**src/flash_ctl_consts.svh**
```systemverilog
// Purpose: Constants for the flash array mode and access controller
// Assumes: Byte addresses into flash, 20-bit address space
// Notes: Times are in microseconds, cycle counts derived at 10 MHz
`ifndef FLASH_CTL_CONSTS_SVH
`define FLASH_CTL_CONSTS_SVH

// ----------------------------------------
// Array geometry
// ----------------------------------------
`define USER_ARRAY_BYTES 20'hC0000
`define BOOT_ARRAY_BYTES 20'h02000
`define SMALL_REGION_END 20'h08000
`define MID_REGION_END 20'h10000
`define PROG_UNIT_MASK 20'h0007F
`define EMU_REGION_END 20'h08000

// ----------------------------------------
// Timing
// ----------------------------------------
`define CLOCK_MHZ 10
`define CHECK_TIME_US 1
`define CHECK_CYCLES (`CHECK_TIME_US * `CLOCK_MHZ)
`define ERASE_ALL_TIME_US 1000
`define ERASE_ALL_CYCLES (`ERASE_ALL_TIME_US * `CLOCK_MHZ)

`endif

```
**src/flash_ctl_pkg.sv**
```systemverilog
// Purpose: Types for the flash array mode and access controller
// Assumes: Mode straps are decoded outside into mode_t
// Notes: States use Gray codes along the start-up path
package flash_ctl_pkg;

  typedef enum logic [2:0] {
    MODE_USER = 3'h0,
    MODE_USER_PROG = 3'h1,
    MODE_USER_BOOT = 3'h2,
    MODE_BOOT = 3'h3,
    MODE_PROGRAMMER = 3'h4
  } mode_t;

  typedef enum logic [2:0] {
    ST_RESET = 3'h0,
    ST_EMBED_VEC = 3'h1,
    ST_CHECK = 3'h3,
    ST_ARRAY_VEC = 3'h2,
    ST_ERASE_ALL = 3'h7,
    ST_RUN = 3'h6
  } state_t;

  typedef enum logic [1:0] {
    SRC_NONE = 2'h0,
    SRC_SERIAL = 2'h1,
    SRC_RAM = 2'h2,
    SRC_PROGRAMMER = 2'h3
  } source_t;

  typedef enum logic [1:0] {
    VEC_NONE = 2'h0,
    VEC_EMBEDDED = 2'h1,
    VEC_USER = 2'h2,
    VEC_BOOT = 2'h3
  } vector_t;

  typedef struct packed {
    logic valid;
    logic write;
    logic erase;
    logic [19:0] addr;
  } req_t;

  typedef struct packed {
    logic hw_prot;
    logic sw_prot;
    logic err_prot;
  } prot_t;

endpackage

```
**src/flash_region_decode.sv**
```systemverilog
// Purpose: Address checks for the selected memory array
// Assumes: Byte addresses
// Notes: Purely combinational
`include "flash_ctl_consts.svh"

module flash_region_decode (
  // Address and selection
  input wire logic [19:0] addr,
  input wire logic boot_sel,
  // Results
  output logic in_range,
  output logic unit_start,
  output logic [4:0] erase_block,
  output logic in_emu
);

  // ----------------------------------------
  // Erase block number: eight 4k, one 32k, eleven 64k
  // ----------------------------------------
  function automatic logic [4:0] block_of(input logic [19:0] a);
    if (a < `SMALL_REGION_END) begin
      block_of = {2'h0, a[14:12]};
    end else if (a < `MID_REGION_END) begin
      block_of = 5'h08;
    end else begin
      block_of = 5'(a[19:16]) + 5'h08;
    end
  endfunction

  wire logic [19:0] limit = boot_sel ? `BOOT_ARRAY_BYTES : `USER_ARRAY_BYTES;

  assign in_range = addr < limit;
  assign unit_start = (addr & `PROG_UNIT_MASK) == 20'h00000;
  assign erase_block = block_of(addr);
  assign in_emu = !boot_sel && (addr < `EMU_REGION_END);

endmodule

```
**src/flash_mode_ctl.sv**
```systemverilog
// Purpose: Mode, array selection and access permission for the flash
// Assumes: Mode straps and requests are synchronous to clock
// Notes: Writes mean program a 128-byte unit, erase means erase a block
`include "flash_ctl_consts.svh"

// How it works
// - Two arrays: 768 kB user array and 8 kB user boot array.
// - Both arrays share a base; software flips array select before use.
// - Mode straps at reset choose the start array; switching stays possible.
// - Plain user mode reads flash but refuses program and erase.
// - Program/erase only in boot, user program, user boot, programmer modes.
// - Boot array modifiable only in boot and programmer modes.
// - The selected array is readable in every mode, except while program or erase is busy.
// - Reads beyond 8 kB of the boot array give undefined data.
// - User boot start: embedded vector, register check, then boot array vector.
// - Boot mode starts embedded and takes data over the serial channel.
// - Boot mode erases everything first; block erase only afterwards.
// - User program mode spans the routine; on completion back to user mode.
// - Software loads the routine into RAM before programming.
// - Any hardware, software or error protection blocks program and erase.
// - RAM can overlay the low part of the user array for emulation.
// - Programming goes in 128-byte units aligned to 0x00 or 0x80.
// - User array erases per block: 11x64k, 1x32k, 8x4k.
// - Arrays are unreadable while program or erase is busy.
module flash_mode_ctl #(
  parameter int ERASE_ALL_CYCLES = `ERASE_ALL_CYCLES
) (
  // Clock and reset
  input wire logic clock,
  input wire logic arst_n,
  // Mode straps and software controls
  input wire flash_ctl_pkg::mode_t mode_pins,
  input wire logic array_select_wr,
  input wire logic array_select_val,
  input wire logic routine_loaded,
  input wire logic routine_start,
  input wire logic routine_done,
  input wire flash_ctl_pkg::prot_t prot,
  input wire logic emu_enable,
  // Access request
  input wire flash_ctl_pkg::req_t req,
  // Results
  output flash_ctl_pkg::mode_t mode,
  output logic array_select_register,
  output flash_ctl_pkg::vector_t vector_fetch,
  output flash_ctl_pkg::source_t data_source,
  output logic autobaud_en,
  output logic busy,
  output logic read_ok,
  output logic read_undef,
  output logic read_from_ram,
  output logic modify_ok,
  output logic refused,
  output logic [4:0] erase_block
);

  localparam logic [15:0] CHECK_CYCLES = 16'(`CHECK_CYCLES);
  localparam logic [19:0] ERASE_CYCLES = 20'(ERASE_ALL_CYCLES);

  flash_ctl_pkg::state_t state_ff, nxt_state;
  flash_ctl_pkg::mode_t mode_ff, nxt_mode, boot_mode_ff;
  logic sel_ff, nxt_sel;
  logic [19:0] cnt_ff, nxt_cnt;
  logic erased_ff, prog_ff, strap_ff;
  flash_ctl_pkg::vector_t vec_ff, nxt_vec;
  logic read_ok_ff, undef_ff, ram_ff, mod_ok_ff, refused_ff;
  logic [4:0] blk_ff;
  flash_ctl_pkg::source_t src_ff;
  logic baud_ff;

  // ----------------------------------------
  // Address decode
  // ----------------------------------------
  logic in_range, unit_start, in_emu;
  logic [4:0] blk;

  flash_region_decode u_decode (
    .addr(req.addr),
    .boot_sel(sel_ff),
    .in_range(in_range),
    .unit_start(unit_start),
    .erase_block(blk),
    .in_emu(in_emu)
  );

  // ----------------------------------------
  // Permission
  // ----------------------------------------
  wire logic running = state_ff == flash_ctl_pkg::ST_RUN;
  wire logic is_boot = mode_ff == flash_ctl_pkg::MODE_BOOT;
  wire logic is_prgr = mode_ff == flash_ctl_pkg::MODE_PROGRAMMER;
  wire logic is_ubt = mode_ff == flash_ctl_pkg::MODE_USER_BOOT;
  wire logic is_uprog = mode_ff == flash_ctl_pkg::MODE_USER_PROG;
  wire logic mode_may_modify = is_boot || is_prgr || is_ubt || is_uprog;
  wire logic array_may_modify = !sel_ff || is_boot || is_prgr;
  wire logic any_prot = prot.hw_prot || prot.sw_prot || prot.err_prot;
  wire logic routine_ok = is_boot || is_prgr || routine_loaded;
  // Block erase waits for the automatic full erase in boot mode
  wire logic erase_ok = !is_boot || erased_ff;
  wire logic is_mod = req.valid && (req.write || req.erase);
  wire logic shape_ok = req.erase ? erase_ok : unit_start;
  wire logic grant_mod = is_mod && running && mode_may_modify && array_may_modify
                         && !any_prot && routine_ok && in_range && shape_ok;
  wire logic is_read = req.valid && !req.write && !req.erase;
  wire logic busy_now = (state_ff == flash_ctl_pkg::ST_ERASE_ALL) || prog_ff;
  // Reads are held off while a program or erase is in progress
  wire logic grant_read = is_read && running && !busy_now;

  // ----------------------------------------
  // Start-up sequence
  // ----------------------------------------
  always_comb begin
    nxt_state = state_ff;
    nxt_cnt = cnt_ff;
    nxt_vec = vec_ff;
    nxt_mode = mode_ff;
    nxt_sel = sel_ff;
    case (state_ff)
      flash_ctl_pkg::ST_RESET: begin
        // Wait until the straps are caught, else the reset mode is lost
        if (strap_ff) begin
          nxt_mode = boot_mode_ff;
          nxt_sel = boot_mode_ff == flash_ctl_pkg::MODE_USER_BOOT;
          if (boot_mode_ff == flash_ctl_pkg::MODE_USER_BOOT
              || boot_mode_ff == flash_ctl_pkg::MODE_BOOT) begin
            nxt_state = flash_ctl_pkg::ST_EMBED_VEC;
            nxt_vec = flash_ctl_pkg::VEC_EMBEDDED;
          end else begin
            nxt_state = flash_ctl_pkg::ST_ARRAY_VEC;
            nxt_vec = flash_ctl_pkg::VEC_USER;
          end
        end
      end
      flash_ctl_pkg::ST_EMBED_VEC: begin
        nxt_state = flash_ctl_pkg::ST_CHECK;
        nxt_cnt = 20'h00000;
        nxt_vec = flash_ctl_pkg::VEC_NONE;
      end
      flash_ctl_pkg::ST_CHECK: begin
        nxt_cnt = cnt_ff + 20'h00001;
        if (cnt_ff >= 20'(CHECK_CYCLES) - 20'h00001) begin
          nxt_cnt = 20'h00000;
          if (is_boot) begin
            nxt_state = flash_ctl_pkg::ST_ERASE_ALL;
          end else begin
            nxt_state = flash_ctl_pkg::ST_ARRAY_VEC;
            nxt_vec = flash_ctl_pkg::VEC_BOOT;
          end
        end
      end
      flash_ctl_pkg::ST_ARRAY_VEC: begin
        nxt_state = flash_ctl_pkg::ST_RUN;
        nxt_vec = flash_ctl_pkg::VEC_NONE;
      end
      flash_ctl_pkg::ST_ERASE_ALL: begin
        nxt_cnt = cnt_ff + 20'h00001;
        if (cnt_ff >= ERASE_CYCLES - 20'h00001) begin
          nxt_state = flash_ctl_pkg::ST_RUN;
        end
      end
      flash_ctl_pkg::ST_RUN: begin
        // Software bank switch; user and user program modes swap with the routine, other modes change only through reset
        if (array_select_wr) begin
          nxt_sel = array_select_val;
        end
        if (mode_ff == flash_ctl_pkg::MODE_USER && routine_start) begin
          nxt_mode = flash_ctl_pkg::MODE_USER_PROG;
        end else if (is_uprog && routine_done) begin
          nxt_mode = flash_ctl_pkg::MODE_USER;
        end
      end
      default: begin
        nxt_state = flash_ctl_pkg::ST_RESET;
      end
    endcase
  end

  // ----------------------------------------
  // State registers
  // ----------------------------------------
  always_ff @(posedge clock or negedge arst_n) begin
    if (!arst_n) begin
      state_ff <= flash_ctl_pkg::ST_RESET;
      mode_ff <= flash_ctl_pkg::MODE_USER;
      sel_ff <= 1'b0;
      cnt_ff <= 20'h00000;
      vec_ff <= flash_ctl_pkg::VEC_NONE;
    end else begin
      state_ff <= nxt_state;
      mode_ff <= nxt_mode;
      sel_ff <= nxt_sel;
      cnt_ff <= nxt_cnt;
      vec_ff <= nxt_vec;
    end
  end

  // Straps are caught on the first clock after reset release
  always_ff @(posedge clock or negedge arst_n) begin
    if (!arst_n) begin
      strap_ff <= 1'b0;
      boot_mode_ff <= flash_ctl_pkg::MODE_USER;
    end else if (!strap_ff) begin
      strap_ff <= 1'b1;
      boot_mode_ff <= mode_pins;
    end
  end

  // Full erase done flag and one-cycle busy for each granted change
  always_ff @(posedge clock or negedge arst_n) begin
    if (!arst_n) begin
      erased_ff <= 1'b0;
      prog_ff <= 1'b0;
    end else begin
      erased_ff <= erased_ff || (state_ff == flash_ctl_pkg::ST_ERASE_ALL
                                 && nxt_state == flash_ctl_pkg::ST_RUN);
      prog_ff <= grant_mod;
    end
  end

  // ----------------------------------------
  // Registered answers
  // ----------------------------------------
  always_ff @(posedge clock or negedge arst_n) begin
    if (!arst_n) begin
      read_ok_ff <= 1'b0;
      undef_ff <= 1'b0;
      ram_ff <= 1'b0;
      mod_ok_ff <= 1'b0;
      refused_ff <= 1'b0;
      blk_ff <= 5'h00;
    end else begin
      read_ok_ff <= grant_read;
      undef_ff <= grant_read && !in_range;
      ram_ff <= grant_read && emu_enable && in_emu && !is_boot && !is_prgr;
      mod_ok_ff <= grant_mod;
      refused_ff <= (is_mod && !grant_mod) || (is_read && !grant_read);
      blk_ff <= blk;
    end
  end

  assign mode = mode_ff;
  assign array_select_register = sel_ff;
  assign vector_fetch = vec_ff;
  assign data_source = src_ff;
  assign autobaud_en = baud_ff;
  assign busy = prog_ff;
  assign read_ok = read_ok_ff;
  assign read_undef = undef_ff;
  assign read_from_ram = ram_ff;
  assign modify_ok = mod_ok_ff;
  assign refused = refused_ff;
  assign erase_block = blk_ff;

  // Data source follows the mode; serial rate tracking only in boot mode
  always_ff @(posedge clock or negedge arst_n) begin
    if (!arst_n) begin
      src_ff <= flash_ctl_pkg::SRC_NONE;
      baud_ff <= 1'b0;
    end else begin
      src_ff <= is_boot ? flash_ctl_pkg::SRC_SERIAL :
                is_prgr ? flash_ctl_pkg::SRC_PROGRAMMER :
                (is_ubt || is_uprog) ? flash_ctl_pkg::SRC_RAM : flash_ctl_pkg::SRC_NONE;
      baud_ff <= is_boot && running;
    end
  end

endmodule

```
**config.mk**
```make
export PLATFORM = sky130hd
export DESIGN_NAME = flash_mode_ctl
export DESIGN_NICKNAME = d
export VERILOG_FILES = /design/src/flash_ctl_pkg.sv /design/src/flash_region_decode.sv /design/src/flash_mode_ctl.sv
export VERILOG_INCLUDE_DIRS = /design/src
export SDC_FILE = /design/constraint.sdc
export NUM_CORES = 1
export LEC_CHECK = 0
export BUFFER_PORTS_ARGS = -buffer_cell sky130_fd_sc_hd__clkbuf_2
export CORE_UTILIZATION = 40
export CTS_CLUSTER_DIAMETER = 80
export DETAILED_ROUTE_END_ITERATION = 10
export PLACE_DENSITY = 0.66
export SETUP_SLACK_MARGIN = 0.3
export SLEW_MARGIN = 20
export SYNTH_ARGS = -nofsm -noshare
export SYNTH_HDL_FRONTEND = slang
export SYNTH_SLANG_ARGS = --single-unit
```
**constraint.sdc**
```tcl
create_clock -name clock -period 5.1 [get_ports clock]
set_input_delay 0.255 -clock clock [delete_from_list [all_inputs] [get_ports clock]]
set_output_delay 0.255 -clock clock [all_outputs]
set_load 0.02 [all_outputs]
```
# Word level (Yosys, flattened, before mapping)
# Cells that the tools add are included.
# W data, S select, Z words.
totals:
  ram_bits: 0
  latch_bits: 0
  input_bits: 37
  rom_bits: 0
  output_inout_bits: 20
  n_memories: 0
  elab_cells: 126
  register_bits: 47
op_classes:
  n_shift: 0
  order_cmp: 5
  bitwise: 0
  mux: 27
  n_eq_ne: 17
  div: 0
  addsub: 2
  n_reduce_logical: 59
  mul: 0
ops:
  columns: ["op", "count"]
  rows:
  - ["$pmux W20 S3", 1]
  - ["$mux W20", 2]
  - ["$logic_and A1 B1 Y1", 24]
  - ["$mux W3", 7]
  - ["$add A20 B1 Y20 const B", 1]
  - ["$ge A20 B14 Y1 const B", 1]
  - ["$ge A20 B4 Y1 const B", 1]
  - ["$logic_not A20 Y1", 1]
  - ["$lt A20 B16 Y1 const B", 1]
  - ["$lt A20 B17 Y1 const B", 1]
  - ["$lt A20 B20 Y1", 1]
  - ["$eq A3 B2 Y1 const B", 6]
  - ["$pmux W3 S6", 1]
  - ["$mux W2", 8]
  - ["$logic_or A1 B1 Y1", 15]
  - ["$eq A3 B3 Y1 const B", 4]
  - ["$logic_not A1 Y1", 10]
  - ["$mux W5", 2]
  - ["$ne A2 B2 Y1 const B", 4]
  - ["$eq A3 B1 Y1 const B", 2]
  - ["$logic_not A3 Y1", 2]
  - ["$pmux W2 S3", 1]
  - ["$pmux W3 S2", 1]
  - ["$reduce_and A3 Y1", 2]
  - ["other kinds (8)", 11]

# Logic depth before layout (Yosys ltp)
depth:
  depth_word: 13
  depth_mapped: 9
  mapped_depth_nobuf: 7

# Hierarchy
# A second synthesis with hierarchy kept.
unflattened:
  hier_cells: 249
  area_unflattened_um2: 2454.9
modules_own_cells:
  columns: ["module", "area_each_um2", "seq_area_each_um2", "instances", "cells_per_inst"]
  rows:
  - ["flash_mode_ctl", 2333.5, 1176.1, 1, 234]
  - ["flash_region_decode", 121.4, 0.0, 1, 15]

# Worst setup path after synthesis
# Ideal clock, no wire load.
synth_timing:
  path_kind: "register to register"
  from: "reg cnt_ff[7]"
  to: "reg cnt_ff[11]"
  required_ps: 5018
  arrival_time_ps: 1955
  setup_ps: 82
  period_less_slack_ps: 2037
  path_stages_with_launch: 8
  path_slack_ps: 3063
  n_path_buf: 3
  cell_sequence: "dfrtp_1 buf_6 or4_4 o41ai_4 buf_6 buf_8 a21oi_1 a31oi_1"
synth_between:
  elab_chain_len: 3
  elab_cells_between_ends: 4
  cone_classes: "add/sub (1); order compare (1); mux (2)"
synth_rtl:
  columns: ["element", "line", "source"]
  rows:
  - ["start: declaration", "flash_mode_ctl.sv:63", "logic [19:0] cnt_ff, nxt_cnt;"]
  - ["start signal: assignment", "flash_mode_ctl.sv:192", "cnt_ff <= nxt_cnt;"]
  - ["$add A20 B1 Y20 or $ge A20 B4 Y1 (tied branches)", "flash_mode_ctl.sv:140, flash_mode_ctl.sv:156, flash_mode_ctl.sv:141", null]
  - ["$mux W20", "flash_mode_ctl.sv:141", "if (cnt_ff >= 20'(CHECK_CYCLES) - 20'h00001) begin"]
  - ["$pmux W20 S3 (*)", "flash_mode_ctl.sv:118", "case (state_ff)"]
# Mark *: on every way between the ends. The rest lies on a longest branch, timed or not.
# A chain may end at the register's enable or synchronous reset.

# Worst setup path in the final report
# Same ends and word-level chain as after synthesis.

==> summary.txt <==
Run status
  – Status: completed

Setup path
  – Critical-path cell list: or4_4, o41ai_4, buf_4, or2b_1, a31oi_1
  – CP bufs+invs: 1
  – CP Max Fanout: 33
  – Slowest stage delay, CP: about 0.61 ns
  – Worst setup EP type: flop
  – Crit path arrival time: 2.51 ns
  – Kind of critical path: flop to flop
  – Max stage delay cell, worst path: or4_4
  – Delay-heaviest family, CP: simple AND/OR/NAND/NOR gates
  – Critical Path RT: around 5.3 ns
  – Startpoint types: flop
  – Reg2reg start: cnt_ff[7]
  – Critical Path Start: cnt_ff[7]

STA
  – Hold WS: ~0.042 ns
  – Max Freq: between 400 and 500 MHz
  – Unrepaired setup endpoints after global routing: false
  – Clock Skews: ~0.0084 ns
  – Slew HR: a little under half
  – Tmin final: approximately 2.3 ns
  – Setup TNS: 0 ns
  – Final Max Slew Viols: 0
  – Final setup fails: 0
  – Worst-Margin Slew: about 0.8 ns
  – Crit share post-route: between 40 and 50%
  – Fin. Hold Viols: 0

Clock tree
  – CTS Buf Count: 5
  – Clock transition at path regs: about 0.090 ns
  – Post-CTS Setup Repair Bufs: 0
  – H-tree depth: 2
  – Clk root buf: clkbuf_8
  – Bufs on Longest Clock Path: 2
  – Post-CTS sizing: 0
  – Worst skew pair latency: ~0.30 ns
  – CTS sink count: 47
  – Hold Buf Count CTS: 0
  – CTS tree: yes

Cells and area
  – Non-filler cells, final: just under 400
  – Final Core Density: about half
  – Synth-to-Final Area Change: 15.4%
  – Layout cells sized above 1: 22.0%
  – Most common cell after layout, fill and taps aside: clkbuf_2
  – NumNets Final: 360
  – Ant diodes: 0
  – Most frequent cells in the layout: clkbuf_2 (51), dfrtp_1 (47), nand2_1 (28), a21oi_1 (23), o21ai_0 (16)
  – Final-layout fill cell count: roughly 600

Power and ir drop
  – Switching Fraction: between 40% and 50%
  – P_leak: approximately 1.4 nW
  – Peak VDD IR: 291 uV
  – Internal power: 0.775 mW
  – Combinational share of power: approximately two fifths
  – Clock power share: between 20 and 25%
  – Final Power: between 1 and 1.5 mW
  – Seq pwr share: about two fifths
  – Pwr dens: 455 mW/mm^2
  – Psw: 0.545 mW

Placed design
  – IO Port Bufs: between 50 and 60
  – Placed wire-length estimate: roughly 3800 um
  – Routability cong.: approximately 0.76
  – Placed cell count: a little under 400

Synthesis
  – Post-synth EDFFs: 0
  – Post-Syn Area: between 0.002 and 0.003 sq mm
  – Asr flop ratio synth: between 90% and 100%
  – Post-Syn Area per Cell: 9.25 sq um
  – Cells after synthesis: roughly 270
  – Number of synthesized register bits: 47
  – Post-synthesis sequential area ratio: between 40% and 50%
  – Most used DFF post-synth: dfrtp_1
  – YS warnings: 0
  – Net count after synthesis: about 310
  – Yosys cell types: 48

Die
  – Ports: 57
  – Row Count: 28
  – Die width: slightly above 80 um
  – Chip height: between 80 and 90 um
  – Core Footprint: between 0.005 and 0.006 sq mm
  – Die area: between 0.006 and 0.007 sq mm
  – Starting density of the core: between 40% and 50%

Worst hold path
  – HP Class: input pin to asynchronous set/reset pin

Detailed routing
  – DRT Pass-1 Iters: 4
  – Iter 0 DRT Violations: about 120
  – Vias post-DR: about 2.2k
  – Via density: roughly 5.5
  – Routed Antenna Nets: 0
  – Final wirelength: around 5300 um
  – DR DRC count: 0
  – Routed len/inst: around 14 um

GRT
  – Vias in the first global route: slightly below 2k
  – GRT overflow: 0
  – Initial antenna violation count: 0
  – Largest net degree at the start of global routing: 48
  – GRT Overall Usage: 17.8%
  – First-pass GRT wire length: approximately 9000 um

Job
  – Maximum Capacitance Violations: 0
-- logic make-up after synthesis --
| kind of cell | after synthesis | synth area share, % |
|---|---|---|
| AO/OA/AOI/OAI | 78 | 20.0 |
| multiplexers | 7 | 3.03 |
| buffers and inverters | 28 | 5.52 |
| flip-flops | 47 | 46.8 |
| XOR/XNOR | 1 | 0.348 |
| AND/OR/NAND/NOR | 104 | 21.3 |
| other | 1 | 0.149 |
| adder cells (fa/ha/maj) | 6 | 2.89 |
-- worst paths after layout --
path,to,slack (ns),cells after the start
worst max-delay path,cnt_ff[11],2.81,5
max in group asynchronous,cnt_ff[7],4.65,2
min in group clock,erase_block[4],0.11,1
worst min-delay path,boot_mode_ff[0],0.04,2
worst max register to register,cnt_ff[11],2.81,5
worst min register to register,erased_ff,0.48,1
-- worst reg2reg max path, cell delays in order (launching register included) --
cell	delay, ns
dfrtp_1	0.48
or4_4	0.61
o41ai_4	0.35
buf_4	0.34
or2b_1	0.26
a31oi_1	0.17
-- Yosys cell counts, types with 3 or more instances --
master | number | area, sq um
nand2b_1 | 3 | 18.8
dfrtp_1 | 47 | 1180
nand2_1 | 28 | 105
nor3_1 | 8 | 40.0
and3_1 | 7 | 43.8
a41oi_1 | 3 | 26.3
nand3_1 | 12 | 60.1
o31ai_1 | 4 | 30.0
nor4_1 | 9 | 56.3
o21ai_0 | 16 | 80.1
ha_1 | 5 | 62.6
a31oi_1 | 14 | 87.6
inv_1 | 13 | 48.8
mux2_2 | 5 | 56.3
nand4_1 | 6 | 37.5
a21oi_1 | 23 | 115
clkbuf_1 | 10 | 37.5
a21o_1 | 3 | 22.5
nor2b_1 | 4 | 25.0
nor2_1 | 15 | 56.3
-- final cells by class --
cell class	instances	area, sq um	share of cell area (%)
clock inverters	2	37.5	1.29
multi-input cells	197	1200	41.3
clock buffers	5	68.8	2.37
flip-flops and latches	47	1180	40.5
repair buffers	54	278	9.57
inverters	13	48.8	1.68
well taps	75	93.8	3.23
-- power by group through the flow --
stage,Sequential (mW),Clock [mW],Combinational (mW)
2_1_floorplan,0.526,0,0.422
3_5_place_dp,0.537,0,0.526
3_3_place_gp,0.533,0,0.519
5_1_grt,0.542,0.288,0.590
4_1_cts,0.529,0.276,0.529
6_report,0.529,0.266,0.525
-- flip-flops by register name (all words and copies together) (netlist names) --
register               cells
read_undef                 1
read_ok                    1
cnt_ff                    20
strap_ff                   1
refused                    1
mode                       3
boot_mode_ff               3
vector_fetch               2
array_select_register      1
erased_ff                  1
data_source                2
read_from_ram              1
modify_ok                  1
autobaud_en                1
state_ff                   3
erase_block                5
-- metal layers --
metal / up-vias / GRT usage (%) / routed length [um]
met5: - / 0 / 0
met2: 46 / 30.3 / 2590
met3: 6 / 3.60 / 187
met1: 1038 / 22.2 / 2460
li1: 1087 / - / -
met4: 0 / 6.43 / 68
-- stage by stage --
step,instance area [sq um],worst slack [ns]
6_report,2900,2.81
3_3_place_gp,2800,2.86
3_5_place_dp,2800,2.83
4_1_cts,2900,2.81
5_1_grt,2900,2.70
2_1_floorplan,2510,3.06
Note: power is estimated with default switching activity, not from simulation.
